**src/hdl/vip_pkg.sv**
```systemverilog
package vip_pkg;
   localparam int          VIP_AW       = 8;
   localparam int          VIP_NSRC     = 15;
   // register byte offsets
   localparam logic [7:0]  VIP_OFF_CTRL = 8'h00;
   localparam logic [7:0]  VIP_OFF_TEN  = 8'h04;
   localparam logic [7:0]  VIP_OFF_MEN  = 8'h08;
   localparam logic [7:0]  VIP_OFF_PRIO = 8'h0C;
   localparam logic [7:0]  VIP_OFF_VEC  = 8'h10;
   localparam logic [7:0]  VIP_OFF_STAT = 8'h14;
   localparam logic [7:0]  VIP_OFF_CLR  = 8'h18;
   localparam logic [7:0]  VIP_OFF_IEN  = 8'h1C;
   // control fields, vector register valid bit, timer overflow source bit
   localparam int          VIP_CME_BIT  = 0;
   localparam int          VIP_CLK_MONITOR_FORCE_EN_BIT = 1;
   localparam int          VIP_SYNC_BIT = 2;
   localparam int          VIP_VLD_BIT  = 16;
   localparam int          VIP_TOVF_BIT = 8;
   // status event bits
   localparam int          VIP_EV_CM    = 0;
   localparam int          VIP_EV_XIRQ  = 1;
   localparam int          VIP_EV_MISU  = 2;
   localparam int          VIP_NEV      = 3;
   // reset values
   localparam logic [2:0]  VIP_CTRL_RST = 3'h0;
   localparam logic [14:0] VIP_EN_RST   = 15'h0000;
   localparam logic [7:0]  VIP_PRIO_RST = 8'h00;
   localparam logic [2:0]  VIP_IEN_RST  = 3'h0;
   // vectors
   localparam logic [7:0]  VIP_PAGE     = 8'hFF;
   localparam logic [15:0] VIP_VEC_CM   = 16'hFFFC;
   localparam logic [15:0] VIP_VEC_XIRQ = 16'hFFF4;
   localparam logic [15:0] VIP_VEC_CH0  = 16'hFFEE;
   localparam logic [15:0] VIP_VEC_RXF  = 16'hFFA6;
   // vector low bytes, index 0 = highest default priority
   localparam logic [14:0][7:0] VIP_VEC_LO = {
      8'hA6, 8'hC4, 8'hC8, 8'hCA, 8'hDA, 8'hDC, 8'hDE,
      8'hE0, 8'hE2, 8'hE4, 8'hE6, 8'hE8, 8'hEA, 8'hEC, VIP_VEC_CH0[7:0]};
   localparam logic [1:0]  VIP_OKAY     = 2'h0;
   localparam logic [1:0]  VIP_SLVERR   = 2'h2;

   typedef struct packed {
      logic       rx_fifo;
      logic       self_clk;
      logic       pa_b_ovf;
      logic       mdc_unf;
      logic       pa_edge;
      logic       pa_a_ovf;
      logic       tmr_ovf;
      logic [7:0] tmr_ch;
   } vip_src_t;

   typedef struct packed {
      logic        en;
      logic [7:0]  addr;
      logic [31:0] data;
      logic [3:0]  strb;
   } vip_wr_t;
endpackage : vip_pkg

```
**src/hdl/vip_axil.sv**
```systemverilog
`timescale 1ns/10ps
`default_nettype none
module vip_axil (
   input  wire logic                        clk_i,
   input  wire logic                        rst_b_i,
   input  wire logic [vip_pkg::VIP_AW-1:0]  awaddr_i,
   input  wire logic                        awvalid_i,
   output logic                             awready_o,
   input  wire logic [31:0]                 wdata_i,
   input  wire logic [3:0]                  wstrb_i,
   input  wire logic                        wvalid_i,
   output logic                             wready_o,
   output logic [1:0]                       bresp_o,
   output logic                             bvalid_o,
   input  wire logic                        bready_i,
   input  wire logic [vip_pkg::VIP_AW-1:0]  araddr_i,
   input  wire logic                        arvalid_i,
   output logic                             arready_o,
   output logic [31:0]                      rdata_o,
   output logic [1:0]                       rresp_o,
   output logic                             rvalid_o,
   input  wire logic                        rready_i,
   output vip_pkg::vip_wr_t                 wr_o,
   input  wire logic                        wr_ok_i,
   input  wire logic [31:0]                 rd_data_i,
   input  wire logic                        rd_ok_i
);
   import vip_pkg::*;
   logic       aw_held_r, w_held_r;
   logic [7:0] awaddr_r;
   logic [31:0] wdata_r;
   logic [3:0] wstrb_r;
   // address and data may arrive in either order; both held until paired
   assign awready_o = !aw_held_r && !bvalid_o;
   assign wready_o  = !w_held_r && !bvalid_o;
   assign arready_o = !rvalid_o;
   wire aw_fire = awvalid_i && awready_o;
   wire w_fire  = wvalid_i && wready_o;
   wire do_wr   = (aw_held_r || aw_fire) && (w_held_r || w_fire);
   assign wr_o.en   = do_wr;
   assign wr_o.addr = aw_held_r ? awaddr_r : awaddr_i;
   assign wr_o.data = w_held_r ? wdata_r : wdata_i;
   assign wr_o.strb = w_held_r ? wstrb_r : wstrb_i;
   wire ar_fire = arvalid_i && arready_o;

   always_ff @(posedge clk_i or negedge rst_b_i) begin
      if (!rst_b_i) begin
         aw_held_r <= 1'b0;
         w_held_r  <= 1'b0;
         awaddr_r  <= 8'h00;
         wdata_r   <= 32'h0;
         wstrb_r   <= 4'h0;
         bvalid_o  <= 1'b0;
         bresp_o   <= VIP_OKAY;
      end else begin
         if (aw_fire) awaddr_r <= awaddr_i;
         if (w_fire) begin
            wdata_r <= wdata_i;
            wstrb_r <= wstrb_i;
         end
         aw_held_r <= !do_wr && (aw_held_r || aw_fire);
         w_held_r  <= !do_wr && (w_held_r || w_fire);
         if (do_wr) begin
            bvalid_o <= 1'b1;
            bresp_o  <= wr_ok_i ? VIP_OKAY : VIP_SLVERR;
         end else if (bready_i) begin
            bvalid_o <= 1'b0;
         end
      end
   end

   always_ff @(posedge clk_i or negedge rst_b_i) begin
      if (!rst_b_i) begin
         rvalid_o <= 1'b0;
         rdata_o  <= 32'h0;
         rresp_o  <= VIP_OKAY;
      end else if (ar_fire) begin
         rvalid_o <= 1'b1;
         rdata_o  <= rd_data_i;
         rresp_o  <= rd_ok_i ? VIP_OKAY : VIP_SLVERR;
      end else if (rready_i) begin
         rvalid_o <= 1'b0;
      end
   end
endmodule : vip_axil
`default_nettype wire

```
**src/hdl/vip_prio.sv**
```systemverilog
`timescale 1ns/10ps
`default_nettype none
module vip_prio #(
   parameter int N = 15
) (
   input  wire logic [N-1:0]      req_i,
   input  wire logic [N-1:0][7:0] tab_i,
   input  wire logic [7:0]        elev_i,
   output logic                   valid_o,
   output logic                   elev_hit_o,
   output logic [7:0]             lo_o
);
   logic [7:0] fixed_lo;
   always_comb begin
      fixed_lo   = 8'h00;
      elev_hit_o = 1'b0;
      // scan downward so the lowest index, highest vector, is left standing
      for (int i = N - 1; i >= 0; i--) begin
         if (req_i[i]) begin
            fixed_lo = tab_i[i];
         end
      end
      for (int i = 0; i < N; i++) begin
         if (req_i[i] && tab_i[i] == elev_i) begin
            elev_hit_o = 1'b1;
         end
      end
   end
   assign valid_o = |req_i;
   assign lo_o    = elev_hit_o ? elev_i : fixed_lo;
endmodule : vip_prio
`default_nettype wire

```
**src/hdl/vip_top.sv**
```systemverilog
// Functional notes
// - higher vector address wins by default
// - clock monitor fail resets via FFFC, unmaskable
// - external request vectors FFF4, X-bit masked only
// - eight timer channels, I-masked, FFEE down
// - timer overflow at FFDE, elevate DE
// - accumulator A overflow at FFDC, elevate DC
// - accumulator edge at FFDA, elevate DA
// - modulus underflow at FFCA, elevate CA
// - accumulator B overflow at FFC8, elevate C8
// - receive FIFO not empty at FFA6
`timescale 1ns/10ps
`default_nettype none
module vip_top (
   input  wire logic                        clk_i,
   input  wire logic                        rst_b_i,
   input  wire logic [vip_pkg::VIP_AW-1:0]  awaddr_i,
   input  wire logic                        awvalid_i,
   output logic                             awready_o,
   input  wire logic [31:0]                 wdata_i,
   input  wire logic [3:0]                  wstrb_i,
   input  wire logic                        wvalid_i,
   output logic                             wready_o,
   output logic [1:0]                       bresp_o,
   output logic                             bvalid_o,
   input  wire logic                        bready_i,
   input  wire logic [vip_pkg::VIP_AW-1:0]  araddr_i,
   input  wire logic                        arvalid_i,
   output logic                             arready_o,
   output logic [31:0]                      rdata_o,
   output logic [1:0]                       rresp_o,
   output logic                             rvalid_o,
   input  wire logic                        rready_i,
   input  wire vip_pkg::vip_src_t           src_flag_i,
   input  wire logic                        clk_fail_i,
   input  wire logic                        xirq_pin_i,
   input  wire logic                        sync_pulse_i,
   input  wire logic                        i_bit_i,
   input  wire logic                        x_bit_i,
   output logic [15:0]                      vector_o,
   output logic                             vec_valid_o,
   output logic                             cm_reset_o,
   output logic                             irq_o
);
   import vip_pkg::*;

   ////////////////////////////////////////////////////////////////////////
   // registers
   logic [2:0]          ctrl_r;
   vip_src_t            en_r;
   logic [7:0]          prio_r;
   logic [VIP_NEV-1:0]  stat_r, stat_nxt, ien_r;
   logic [1:0]          xsync_r;
   logic                cm_req_q, xirq_req_q;
   vip_wr_t             wr;
   logic [31:0]         rd_data, wmask;
   logic                wr_ok, rd_ok;

   vip_axil u_axil (
      .clk_i     (clk_i),
      .rst_b_i   (rst_b_i),
      .awaddr_i  (awaddr_i),
      .awvalid_i (awvalid_i),
      .awready_o (awready_o),
      .wdata_i   (wdata_i),
      .wstrb_i   (wstrb_i),
      .wvalid_i  (wvalid_i),
      .wready_o  (wready_o),
      .bresp_o   (bresp_o),
      .bvalid_o  (bvalid_o),
      .bready_i  (bready_i),
      .araddr_i  (araddr_i),
      .arvalid_i (arvalid_i),
      .arready_o (arready_o),
      .rdata_o   (rdata_o),
      .rresp_o   (rresp_o),
      .rvalid_o  (rvalid_o),
      .rready_i  (rready_i),
      .wr_o      (wr),
      .wr_ok_i   (wr_ok),
      .rd_data_i (rd_data),
      .rd_ok_i   (rd_ok)
   );

   ////////////////////////////////////////////////////////////////////////
   // decode
   wire wa_ctrl = wr.addr == VIP_OFF_CTRL;
   wire wa_ten  = wr.addr == VIP_OFF_TEN;
   wire wa_men  = wr.addr == VIP_OFF_MEN;
   wire wa_prio = wr.addr == VIP_OFF_PRIO;
   wire wa_clr  = wr.addr == VIP_OFF_CLR;
   wire wa_ien  = wr.addr == VIP_OFF_IEN;
   assign wr_ok = wa_ctrl | wa_ten | wa_men | wa_prio | wa_clr | wa_ien;
   assign wmask = {{8{wr.strb[3]}}, {8{wr.strb[2]}}, {8{wr.strb[1]}}, {8{wr.strb[0]}}};
   wire [31:0] wmix_ctrl = ({29'h0, ctrl_r} & ~wmask) | (wr.data & wmask);
   wire [31:0] wmix_ten  = ({23'h0, en_r[8:0]} & ~wmask) | (wr.data & wmask);
   wire [31:0] wmix_men  = ({26'h0, en_r[14:9]} & ~wmask) | (wr.data & wmask);
   wire [31:0] wmix_ien  = ({29'h0, ien_r} & ~wmask) | (wr.data & wmask);
   wire        prio_we   = wr.en && wa_prio && wr.strb[0];
   wire        clr_we    = wr.en && wa_clr && wr.strb[0];

   ////////////////////////////////////////////////////////////////////////
   // request gating
   logic [VIP_NSRC-1:0] mreq;
   wire [VIP_NSRC-1:0]  flag_v = src_flag_i;
   wire [VIP_NSRC-1:0]  en_v   = en_r;
   // per source: flag and local enable, all under the I bit
   genvar g;
   generate
      for (g = 0; g < VIP_NSRC; g++) begin : g_src
         assign mreq[g] = flag_v[g] && en_v[g] && !i_bit_i;
      end
   endgenerate

   wire cm_req   = clk_fail_i && (ctrl_r[VIP_CME_BIT] || ctrl_r[VIP_CLK_MONITOR_FORCE_EN_BIT]);
   wire xsrc     = xsync_r[1] || (sync_pulse_i && ctrl_r[VIP_SYNC_BIT]);
   wire xirq_req = xsrc && !x_bit_i;

   logic       m_valid, elev_hit;
   logic [7:0] m_lo;
   vip_prio #(.N(VIP_NSRC)) u_prio (
      .req_i      (mreq),
      .tab_i      (VIP_VEC_LO),
      .elev_i     (prio_r),
      .valid_o    (m_valid),
      .elev_hit_o (elev_hit),
      .lo_o       (m_lo)
   );

   // nonmaskable first, then external, then maskable
   wire [15:0] vec_nxt = cm_req   ? VIP_VEC_CM :
                         xirq_req ? VIP_VEC_XIRQ :
                         m_valid  ? {VIP_PAGE, m_lo} : 16'h0000;
   wire        vld_nxt = cm_req || xirq_req || m_valid;

   // elevation to a value outside the table, or while unmasked
   logic in_tab;
   always_comb begin
      in_tab = 1'b0;
      for (int i = 0; i < VIP_NSRC; i++) begin
         if (VIP_VEC_LO[i] == wr.data[7:0]) in_tab = 1'b1;
      end
   end
   wire misuse = prio_we && (!in_tab || !i_bit_i);

   ////////////////////////////////////////////////////////////////////////
   // status: a new event wins over a clear in the same cycle
   wire [VIP_NEV-1:0] ev = {misuse, xirq_req && !xirq_req_q, cm_req && !cm_req_q};
   assign stat_nxt = (stat_r & ~(clr_we ? wr.data[VIP_NEV-1:0] : '0)) | ev;
   assign irq_o    = |(stat_r & ien_r);

   ////////////////////////////////////////////////////////////////////////
   // read mux
   always_comb begin
      rd_ok   = 1'b1;
      rd_data = 32'h0;
      case (araddr_i)
         VIP_OFF_CTRL: rd_data = {29'h0, ctrl_r};
         VIP_OFF_TEN:  rd_data = {23'h0, en_r[8:0]};
         VIP_OFF_MEN:  rd_data = {26'h0, en_r[14:9]};
         VIP_OFF_PRIO: rd_data = {24'h0, prio_r};
         VIP_OFF_VEC:  rd_data = {15'h0, vec_valid_o, vector_o};
         VIP_OFF_STAT: rd_data = {29'h0, stat_r};
         VIP_OFF_CLR:  rd_data = 32'h0;
         VIP_OFF_IEN:  rd_data = {29'h0, ien_r};
         default:      rd_ok   = 1'b0;
      endcase
   end

   ////////////////////////////////////////////////////////////////////////
   // state
   always_ff @(posedge clk_i or negedge rst_b_i) begin
      if (!rst_b_i) begin
         ctrl_r <= VIP_CTRL_RST;
         en_r   <= VIP_EN_RST;
         prio_r <= VIP_PRIO_RST;
         ien_r  <= VIP_IEN_RST;
      end else if (wr.en) begin
         if (wa_ctrl) ctrl_r <= wmix_ctrl[2:0];
         if (wa_ten)  en_r[8:0] <= wmix_ten[8:0];
         if (wa_men)  en_r[14:9] <= wmix_men[5:0];
         if (prio_we) prio_r <= wr.data[7:0];
         if (wa_ien)  ien_r <= wmix_ien[VIP_NEV-1:0];
      end
   end

   // external pin passes two flops before use
   always_ff @(posedge clk_i or negedge rst_b_i) begin
      if (!rst_b_i) begin
         xsync_r     <= 2'b00;
         cm_req_q    <= 1'b0;
         xirq_req_q  <= 1'b0;
         stat_r      <= '0;
         vector_o    <= 16'h0000;
         vec_valid_o <= 1'b0;
         cm_reset_o  <= 1'b0;
      end else begin
         xsync_r     <= {xsync_r[0], xirq_pin_i};
         cm_req_q    <= cm_req;
         xirq_req_q  <= xirq_req;
         stat_r      <= stat_nxt;
         vector_o    <= vec_nxt;
         vec_valid_o <= vld_nxt;
         cm_reset_o  <= cm_req;
      end
   end
endmodule : vip_top
`default_nettype wire

```
**config.mk**
```make
export PLATFORM = sky130hd
export DESIGN_NAME = vip_top
export DESIGN_NICKNAME = d
export VERILOG_FILES = /design/src/hdl/vip_pkg.sv /design/src/hdl/vip_axil.sv /design/src/hdl/vip_prio.sv /design/src/hdl/vip_top.sv
export SDC_FILE = /design/constraint.sdc
export NUM_CORES = 1
export LEC_CHECK = 0
export CAP_MARGIN = 20
export CORE_UTILIZATION = 40
export DETAILED_ROUTE_END_ITERATION = 12
export DONT_BUFFER_PORTS = 1
export SLEW_MARGIN = 10
export SYNTH_ARGS = -nofsm -noshare
export SYNTH_HDL_FRONTEND = slang
export SYNTH_HIERARCHICAL = 1
export SYNTH_SLANG_ARGS = --single-unit
```
**constraint.sdc**
```tcl
create_clock -name clk_i -period 3.25 [get_ports clk_i]
set_clock_uncertainty 0.05 [all_clocks]
set_input_delay 0.1625 -clock clk_i [delete_from_list [all_inputs] [get_ports clk_i]]
set_output_delay 0.1625 -clock clk_i [all_outputs]
set_load 0.05 [all_outputs]
```
======== Word-level counts from Yosys, hierarchy flattened ========
Cells that the tools add are included.
storage, ports and cells
  input bits .............................. 79
  bits in writable memories ............... 0
  output and inout bits ................... 60
  memories ................................ 0
  register bits after elaboration ......... 112
  word-level logic and storage cells ...... 241
  latch bits .............................. 0
  memory bits (read-only) ................. 0
operators by class
  eq/ne operators ......................... 42
  add/subtract/negate cells ............... 0
  multipliers ............................. 0
  shift operators ......................... 0
  div/mod/pow operators ................... 0
  magnitude comparators ................... 0
  bitwise logic cells ..................... 19
  multiplexer cells ....................... 61
  reductions and logical operators ........ 92
operator list
  operator              count
  $eq A8 B8 Y1 const A  30
  $mux W8               17
  $pmux W17 S7          1
  $logic_and A1 B1 Y1   63
  $eq A8 B5 Y1 const B  6
  $mux W16              3
  $mux W1               35
  $eq A8 B4 Y1 const B  4
  $and A9 B9 Y9         2
  $eq A8 B3 Y1 const B  2
  $logic_not A8 Y1      2
  $reduce_or A15 Y1     1
  $and A3 B3 Y3         4
  $logic_not A1 Y1      10
  $reduce_and A2 Y1     5
  $mux W9               1
  $not A9 Y9            1
  $or A3 B3 Y3          3
  $or A9 B9 Y9          1
  $reduce_or A8 Y1      1
  $logic_or A1 B1 Y1    7
  $and A6 B6 Y6         1
  $mux W2               3
  $or A6 B6 Y6          1
  5 further kinds       10

======== Logic depth before layout (Yosys ltp) ========
Gate-level depths: netlist of run 1.
  word-level depth ........................ 22
  gate-level depth with buffers ........... 12
  gate-level depth less buffers ........... 10

======== Cells and area by module ========
Netlist of run 1, hierarchy kept.
by module, submodules not included
  module    cells each  area each (um2)  times used  seq. area each (um2)
  vip_axil  239         3636.0           1           2052.0
  vip_prio  430         2866.5           1           0.0
  vip_top   222         2499.9           1           1151.1

======== Worst setup path before layout of run 1 ========
OpenSTA, ideal clock, no wires.
  kind .................................... flip-flop to flip-flop
  start point ............................. register u_axil.bvalid_o
  end point ............................... register with a tool-made name
  setup time .............................. 125 ps
  buffers on the path ..................... 2
  cell stages (with the launch flop) ...... 9
  slack ................................... 837 ps
  data required time ...................... 3075 ps
  data arrival time ....................... 2239 ps
  clock period less this slack ............ 2413 ps
  cells stage by stage .................... dfrtp_1 > nor3b_1 > buf_2 > o22ai_1 > inv_1 > buf_4 > nor3b_1 > nand4_2 > mux2_2
RTL lines
  item                    line            source
  from (decl)             vip_axil.sv:14  output logic bvalid_o,
  from (signal assigned)  vip_axil.sv:53  bvalid_o <= 1'b0;
  from (signal assigned)  vip_axil.sv:64  bvalid_o <= 1'b1;
  from (signal assigned)  vip_axil.sv:67  bvalid_o <= 1'b0;

======== Worst setup path after layout of run 1 ========
  start point ............................. register prio_r[3]
  end point ............................... register vector_o[3]
on the way
  word-level cells in the longest chain between the ends .. 21
  elaborated cells between the ends (all ways) .. 49
  those cells by class .................... 15 x eq/ne; 19 x mux; 15 x reduce/logical
RTL lines
  item                    line            source
  from (decl)             vip_top.sv:51   logic [7:0] prio_r;
  from (signal assigned)  vip_top.sv:182  if (prio_we) prio_r <= wr.data[7:0];
  $eq A8 B8 Y1            vip_prio.sv:24  if (req_i[i] && tab_i[i] == elev_i) begin
  $logic_and A1 B1 Y1     vip_prio.sv:24
  $mux W1 (15 in a row)   vip_prio.sv:24
  $mux W8 *               vip_prio.sv:30  assign lo_o = elev_hit_o ? elev_i : fixed_lo;
  net m_lo[3]             vip_top.sv:120  logic [7:0] m_lo;
  $mux W16 *              vip_top.sv:133  m_valid ? {VIP_PAGE, m_lo} : 16'h0000;
  $mux W16 *              vip_top.sv:132  xirq_req ? VIP_VEC_XIRQ :
  $mux W16 *              vip_top.sv:131  wire [15:0] vec_nxt = cm_req ? VIP_VEC_CM :
  net vec_nxt[3]          vip_top.sv:131
  to (signal assigned)    vip_top.sv:202  vector_o <= vec_nxt;
  to (decl)               vip_top.sv:40   output logic [15:0] vector_o,
Mark *: on every way through the listed nets, which the timed path passes. The rest lies on a longest branch.
A chain may end at the register's enable or synchronous reset.

==> metrics.txt, run 1 <==
layout cell share with drive strength beyond 1 16.6%; Initial DRC Count 320; Starting Density 41.3%; vias per cell 4.53; vias in the first global route 5656; top-level port count 139; Area Overhead vs Synth 20.5%; setup repair after global routing missed its margin no; die height 142 um; Fin. Hold Viols 0; Pwr per Cell Area 490 nW/um^2; setup_tns 0 ns; hold_sp clk_fail_i; met2 global-route usage 33.0%; met3 Use GR 4.39%; DR WL/cell 14.6 um; CP dominant cell by count buf_4; total grt overflow 0; H-tree levels 3; die area 20100 um^2; Crit. End Element flop; CP peak stage delay 0.64 ns; routed wire length 19.4 mm; Hold Path Class in2reg; Leakage 4.67 nW; port bufs 0; nets 1138; slowest cell on the critical path dfrtp_1; Num Clock Sinks 103; met1 Resource Use GR 26.4%; Final ANT Viol Nets 0; synthesized area 7800 um^2; CP max FO 12; Syn Inst Count 814; Peak VDD IR 0.707 mV; Buf+Inv Stages, Crit Path 2; Hold EP stat_r[0]; clock root buffer clkbuf_16; Reg2Reg Capture Point vector_o[3]; ordered list of cells on the worst path buf_4 -> xor2_1 -> nor4_1 -> nand3_1 -> o41ai_2 -> nor4_4 -> buf_4 -> mux2_2 -> nand2_1 -> o21ai_0; crit path launch type flop; TritonCTS clock tree done; GRT Overall Usage 19.9%; Die W 142 um; CP Data Arrival Time 2.98 ns; Highest Clock Rate 354 MHz; drt pass-1 iters 5; largest net degree at the start of global routing 104; Max Slew Vio Count 0; # setup viols final 0; via count 6005; deepest clock path buffer count 2; FF-to-FF Start prio_r[3]; synth warn 6; Final min period 2.82 ns; worst-skew pair later-pin latency 0.35 ns; status completed; CP Data Required Time 3.41 ns; final cycle utilization of the critical path 86.8%; hold path cells 2; CTS clock-pin slew for the worst setup and hold paths 0.07 ns; initial antenna violation count 3; HPWL Detailed 14.5 mm; core area 18900 um^2; reg2reg path depth 10; Avg Inst Size Synth 9.59 um^2; global route hottest layer met2; first-pass GRT wire length 30.7 mm; flop2flop setup slack 0.43 ns; residual DRC count 0; Max-Cap Viols 0; Post-Route Utilization 49.8%; kind of critical path reg2reg; GPL Wtd Cong 0.838; Max-slew headroom 28.6%; Top delay family on crit path flip-flops; CTS Buf Count 9; # rows 50; post-cts resize count 0; measured slew at the worst slew-check pin 1.08 ns
final cells by class:
type                       instances  area (um^2)
inverter                          31          116
multi-input combinational        861         5560
fill                            1838         9490
clock buffer                      11          243
tap                              260          325
clock inverter                     5         78.8
sequential                       103         2580
antenna                            3         7.51
timing repair buffer              53          493
report_power, final:
part           switching, mW  internal (mW)
Sequential             0.468           1.52
Combinational          0.817          0.628
Clock                  0.473          0.697
Total                   1.76           2.85
per-stage QoR:
step | hold slack, ns | setup WS [ns] | total power [mW] | std cells | instance area (um^2)
after floorplan | -0.183 | 0.837 | 3.23 | 1068 | 8760
after global placement | -0.181 | 0.466 | 3.38 | 1282 | 8790
after detailed placement | -0.182 | 0.431 | 3.41 | 1282 | 8790
after CTS | 0.0461 | 0.416 | 4.64 | 1324 | 9390
after global routing | 0.0601 | 0.289 | 4.84 | 1325 | 9400
final | 0.0496 | 0.429 | 4.61 | 1327 | 9400
cell usage in the layout (no fill, tap or decap), types with 3 or more instances in the layout:
cell type	instances
a211oi_1	7
a21o_1	3
a21oi_1	51
a221o_1	3
a221oi_1	7
a22o_2	3
a22oi_1	6
a31oi_1	7
a32o_1	3
and3b_1	16
buf_4	26
clkbuf_16	9
conb_1	257
dfrtp_1	102
diode_2	3
dlygate4sd3_1	25
inv_1	31
mux2_2	107
mux2i_1	7
nand2_1	58
nand2b_1	4
nand3_1	11
nand4_1	15
nor2_1	29
nor2b_1	17
nor3_1	19
nor3b_1	3
nor4_1	16
o211ai_1	5
o21ai_0	32
o311a_1	3
or2_2	4
or3_1	3
xnor2_1	33
xor2_1	87
routing by layer:
| layer | routed length, um | share of wire (%) |
|---|---|---|
| met1 | 9100 | 47 |
| met2 | 8970 | 46 |
| met3 | 1050 | 5.4 |
| met4 | 251 | 1.3 |
| met5 | 12 | 0.062 |
worst max-delay path by stage:
stage	startpoint	slack [ns]	depth (start not counted)	to
global route	flop	0.29	9	vector_o[6]
finish	prio_r[3]	0.43	10	vector_o[3]
CTS	prio_r[3]	0.42	10	vector_o[3]
detailed placement	prio_r[3]	0.43	10	vector_o[3]
global placement	prio_r[3]	0.47	10	vector_o[3]
floorplan	u_axil/bvalid_o	0.84	8	flop
what timing repair did:
action	4_1_cts	5_1_grt
hold buffers	26	0
buffers inserted	0	0
hold endpoints to repair	128	0
(Power assumes the default switching activity.)
==> run 2: changes to the inputs <==
--- a/config.mk
+++ b/config.mk
@@ -9,7 +9,7 @@
 export CORE_UTILIZATION = 40
 export DETAILED_ROUTE_END_ITERATION = 12
 export DONT_BUFFER_PORTS = 1
-export SLEW_MARGIN = 10
+export SLEW_MARGIN = 20
 export SYNTH_ARGS = -nofsm -noshare
 export SYNTH_HDL_FRONTEND = slang
 export SYNTH_HIERARCHICAL = 1
==> constraint.sdc (replaced) <==
create_clock -name clk_i -period 2.5 [get_ports clk_i]
set_clock_uncertainty 0.05 [all_clocks]
set_input_delay 0.125 -clock clk_i [delete_from_list [all_inputs] [get_ports clk_i]]
set_output_delay 0.125 -clock clk_i [all_outputs]
set_load 0.05 [all_outputs]
==> metrics.txt, run 2 (synthesis gave the netlist of run 1 again) <==
status complete, but fails checks; failing checks negative hold slack; post-route cell area 10000 um^2 (+6.6%); CP max FO 8 (-4); initial antenna violation count 2 (-1); drt pass-1 iters 5 (unchanged); Highest Clock Rate 404 MHz (+14%); # setup viols final 0 (unchanged); first-pass GRT wire length 32.2 mm (+4.8%); Max Slew Vio Count 0 (unchanged); # rows 50 (unchanged); GRT Overall Usage 20.6% (+0.73 points); Max-Cap Viols 0 (unchanged); setup_tns 0 ns (unchanged); vias per cell 4.51 (-0.36%); Final min period 2.47 ns (-0.346 ns); CP Data Required Time 2.65 ns (-0.76 ns); largest net degree at the start of global routing 104 (unchanged); nets 1187 (+4.3%); dpl ws -0.0426 ns (-0.474 ns); Max-slew headroom 28.5% (-0.078 points); Area Overhead vs Synth 28.4%; CP Data Arrival Time 2.63 ns (-0.35 ns); fin worst setup slack 0.0254 ns (-0.404 ns); crit path launch type flop; top-level port count 139 (unchanged); setup repair after global routing missed its margin yes; routed wire length 20.3 mm (+4.6%); core area 18900 um^2 (unchanged); Hold Path Class in2async; HPWL Detailed 15.3 mm (+5.5%); die height 142 um (unchanged); Post-Route Utilization 53.0% (+3.3 points); measured slew at the worst slew-check pin 1.08 ns (+0.00118 ns); port bufs 0 (unchanged); CP peak stage delay 0.46 ns (-0.18 ns); Crit. End Element flop; kind of critical path reg2reg; final cycle utilization of the critical path 99.0% (+12 points); worst-skew pair later-pin latency 0.34 ns (about the same); die area 20100 um^2 (unchanged); Leakage 4.96 nW (+6.3%); Die W 142 um (unchanged); Final ANT Viol Nets 0 (unchanged); slowest cell on the critical path dfrtp_2; Starting Density 41.3% (unchanged); Hold Worst Slack -0.582 ns (-0.632 ns); GPL Wtd Cong 0.855 (+2.0%); most common cell after layout, fill and taps aside conb_1; Fin. Hold Viols 103 (+103); Pwr Total 6.00 mW (+30%); CTS Buf Count 9 (unchanged); Pwr per Cell Area 599 nW/um^2 (+22%); layout cell share with drive strength beyond 1 23.2% (+6.5 points); commonest cells after routing, fill and taps aside conb_1, mux2_2, dfrtp_1; vias in the first global route 6111 (+8.0%); via count 6200 (+3.2%); Peak VDD IR 0.645 mV (-8.8%); placed inst area 9200 um^2 (+4.6%); deepest clock path buffer count 2 (unchanged); CTS clock-pin slew for the worst setup and hold paths 0.07 ns (about the same); DR WL/cell 14.7 um (+0.91%); Initial DRC Count 299 (-6.6%); residual DRC count 0 (unchanged); Num Clock Sinks 103 (unchanged); ordered list of cells on the worst path clkbuf_16 -> xor2_1 -> nor4_1 -> nand3_1 -> o41ai_4 -> nor4_4 -> buf_6 -> mux2_4 -> nand2_1 -> o21ai_0; total grt overflow 0 (unchanged); cts hold-fix bufs 24 (-7.7%); clock root buffer clkbuf_16; Layout fillers 1827 (-0.60%); Final Non-Filler Cells 1375 (+3.6%); Cells after DPL 1322 (+3.1%); TritonCTS clock tree done; H-tree levels 3 (unchanged)
==> run 2: worst max-delay path, delay by kind of cell, from the launching register on <==
family,cells,cell delay (ns)
buf+inv,2,0.34
compound gates,2,0.38
simple gates,4,0.65
mux,1,0.30
xor+xnor,1,0.15
flops,1,0.46
==> run 2: final timing paths <==
| kind | startpoint | end | slack [ns] | depth (start not counted) |
|---|---|---|---|---|
| max reg2reg | prio_r[0] | vector_o[3] | 0.03 | 10 |
| min | rst_b_i | u_axil/wstrb_r[0] | -0.58 | 0 |
| max in group asynchronous | rst_b_i | prio_r[2] | 2.82 | 0 |
| max | prio_r[0] | vector_o[3] | 0.03 | 10 |
| min in group clk_i | clk_fail_i | stat_r[0] | 0.01 | 2 |
| min reg2reg | xsync_r[0] | xsync_r[1] | 0.30 | 0 |
==> run 2: metal layers <==
metal  up-vias  global-route usage [%]  share of wire [%]
met5         -                       0              0.044
met4         2                    4.47                1.6
met3        24                    3.98                5.1
met2       136                    35.9                 49
met1      2862                    26.5                 44
li1       3176                       -                  -
==> run 2: what timing repair did <==
| action | CTS | global route |
|---|---|---|
| gates resized for setup | 5 | 38 |
| endpoints found under the hold margin | 128 | 103 |
| pin swaps | 0 | 19 |
| setup buffers | 0 | 10 |
| setup endpoints to repair | 6 | 18 |
| cloned | 0 | 1 |
==> run 2: layout make-up <==
| cell class | count | area, um^2 | area share, % |
|---|---|---|---|
| clock inverters | 7 | 56.3 | 0.562 |
| multi-input cells | 861 | 5740 | 57.3 |
| flip-flops and latches | 103 | 2590 | 25.8 |
| inverters | 31 | 116 | 1.16 |
| well taps | 260 | 325 | 3.25 |
| diodes | 2 | 5.00 | 0.0499 |
| repair buffers | 102 | 967 | 9.65 |
| clock buffers | 9 | 225 | 2.25 |
==> run 2: power breakdown <==
group	internal [mW]	switching (mW)	total (mW)	leakage, nW
clock network	0.688	0.651	1.34	0.142
logic	0.955	1.17	2.12	3.51
registers	1.98	0.555	2.54	1.32
==> run 3: changes to the inputs <==
--- a/config.mk
+++ b/config.mk
@@ -6,9 +6,10 @@
 export NUM_CORES = 1
 export LEC_CHECK = 0
 export CAP_MARGIN = 20
-export CORE_UTILIZATION = 40
+export CORE_UTILIZATION = 57
 export DETAILED_ROUTE_END_ITERATION = 12
 export DONT_BUFFER_PORTS = 1
+export PLACE_DENSITY = 0.75
 export SLEW_MARGIN = 20
 export SYNTH_ARGS = -nofsm -noshare
 export SYNTH_HDL_FRONTEND = slang
==> metrics.txt, run 3 (synthesis gave the netlist of run 1 again) <==
Fin. Hold Viols 103 (unchanged); setup repair after global routing missed its margin yes; Layout fillers 952 (-48%); Highest Clock Rate 387 MHz (-4.3%); Final ANT Viol Nets 0 (unchanged); vias in the first global route 6411 (+4.9%); drt pass-1 iters 5 (unchanged); P_int 3.63 mW (+0.11%); Cells after DPL 1245 (-5.8%); Max-Cap Viols 0 (unchanged); CP max FO 8 (unchanged); Die W 119 um (-16%); Pwr per Cell Area 609 nW/um^2 (+1.6%); # rows 42 (-16%); TritonCTS clock tree done; Area Overhead vs Synth 25.8%; GPL Wtd Cong 0.892 (+4.3%); routed wire length 20.3 mm (about the same); Initial DRC Count 390 (+30%); first-pass GRT wire length 31.5 mm (-2.2%); Max-slew headroom 28.7% (+0.12 points); deepest clock path buffer count 2 (unchanged); placed inst area 9060 um^2 (-1.4%); CP Data Arrival Time 2.72 ns (+0.09 ns); top-level port count 139 (unchanged); Pwr Total 5.97 mW (-0.46%); Final min period 2.58 ns (+0.110 ns); Sw Pwr 2.34 mW (-1.3%); Starting Density 58.7% (+17 points); final cycle utilization of the critical path 103% (+4.4 points); Final Non-Filler Cells 1299 (-5.5%); DR WL/cell 15.6 um (+5.9%); post-route cell area 9820 um^2 (-2.0%); GRT Overall Usage 28.2% (+7.6 points); initial antenna violation count 5 (+3); port bufs 0 (unchanged); # setup viols final 8 (+8); worst-skew pair later-pin latency 0.35 ns (about the same); status complete, but fails checks; total grt overflow 0 (unchanged); nets 1192 (+0.42%); Crit. End Element flop; clock root buffer clkbuf_16; vias per cell 5.06 (+12%); CTS clock-pin slew for the worst setup and hold paths 0.08 ns (about the same); most common cell after layout, fill and taps aside conb_1; largest net degree at the start of global routing 104 (unchanged); HPWL Detailed 14.4 mm (-5.7%); CP Data Required Time 2.64 ns (about the same); sw frac 39.2% (-0.34 points); Combinational Power Share 35.8% (+0.4 points); fin worst setup slack -0.0847 ns (-0.110 ns); Max Slew Vio Count 0 (unchanged); failing checks negative hold slack, negative setup slack; Num Clock Sinks 103 (unchanged); cts hold-fix bufs 24 (unchanged); Hold Worst Slack -0.576 ns (+0.00579 ns); measured slew at the worst slew-check pin 1.08 ns (-0.00183 ns); commonest cells after routing, fill and taps aside conb_1, mux2_2, dfrtp_1; crit path launch type flop; Leakage 4.97 nW (+0.19%); layout cell share with drive strength beyond 1 22.8% (-0.37 points); core area 13300 um^2 (-30%); residual DRC count 0 (unchanged); die area 14200 um^2 (-29%); clock share of power 21.6% (-0.7 points); kind of critical path reg2reg; sequential power share 42.6% (+0.3 points); Hold Path Class in2async; via count 6571 (+6.0%); CTS Buf Count 9 (unchanged); Peak VDD IR 0.714 mV (+11%); die height 119 um (-16%); H-tree levels 3 (unchanged)
-- run 3: cell types whose count changed in the layout (fill, tap and decap cells not counted), sizes merged --
cell | previous run | this run
diode | 2 | 5
clkinvlp | 0 | 2
clkbuf | 10 | 11
buf | 77 | 83
inv | 33 | 31
clkinv | 5 | 3
-- run 3: path summary, 6_finish.rpt --
check | startpoint | end | slack, ns | cells after the start
setup / recovery | prio_r[3] | vector_o[2] | -0.08 | 11
hold / removal | rst_b_i | asynchronous set/reset pin | -0.58 | 0
setup reg to reg | prio_r[3] | vector_o[2] | -0.08 | 11
hold reg to reg | xsync_r[0] | xsync_r[1] | 0.31 | 0
max in group asynchronous | rst_b_i | prio_r[5] | 2.81 | 0
min in group clk_i | clk_fail_i | stat_r[0] | 0.02 | 2
-- run 3: worst max-delay path, cell delays in order (launching register included) --
cell,delay [ns]
dfrtp_1,0.42
buf_6,0.15
xor2_1,0.24
nor4_1,0.14
nand4_1,0.12
nand4_1,0.11
a311o_1,0.37
nor4_4,0.15
buf_6,0.18
mux2_2,0.35
nand2_1,0.09
nand2_1,0.07
-- run 3: stage by stage --
stage | setup TNS [ns] | worst slack [ns] | util, %
after global routing | -0.867 | -0.138 | 73.8
final | -0.321 | -0.0847 | 73.8
after CTS | 0 | 0.0175 | 72.3
after global placement | -0.0543 | -0.0273 | 68.2
after detailed placement | -0.0367 | -0.0141 | 68.2
after floorplan | 0 | 0.0873 | -
-- run 3: per-layer routing --
metal / GRT usage [%] / routed length (um) / part of all wire (%)
met1: 33.0 / 8250 / 41
met2: 51.2 / 10400 / 51
met3: 3.78 / 877 / 4.3
met4: 12.5 / 732 / 3.6
met5: 0 / 0 / 0
-- run 3: final cells by class --
class,instances,area [um^2],share of cell area (%)
clock inverters,5,33.8,0.344
clock buffers,11,243,2.47
well taps,176,220,2.24
multi-input cells,861,5650,57.6
repair buffers,107,951,9.69
inverters,31,116,1.19
diodes,5,12.5,0.127
flip-flops and latches,103,2590,26.4
-- run 3: power by group through the flow --
stage / sequential, mW / clock, mW / combinational, mW
finish: 2.55 / 1.29 / 2.14
global route: 2.58 / 1.36 / 2.28
CTS: 2.53 / 1.30 / 2.04
detailed placement: 2.56 / 0 / 1.98
global placement: 2.53 / 0 / 1.94
floorplan: 2.49 / 0 / 1.70
-- run 3: timing repair --
item,in CTS,in global routing
hold endpoints to repair,128,103
gates resized for setup,10,33
buffers inserted,0,9
pin swaps,1,10
endpoints found under the setup margin,8,16
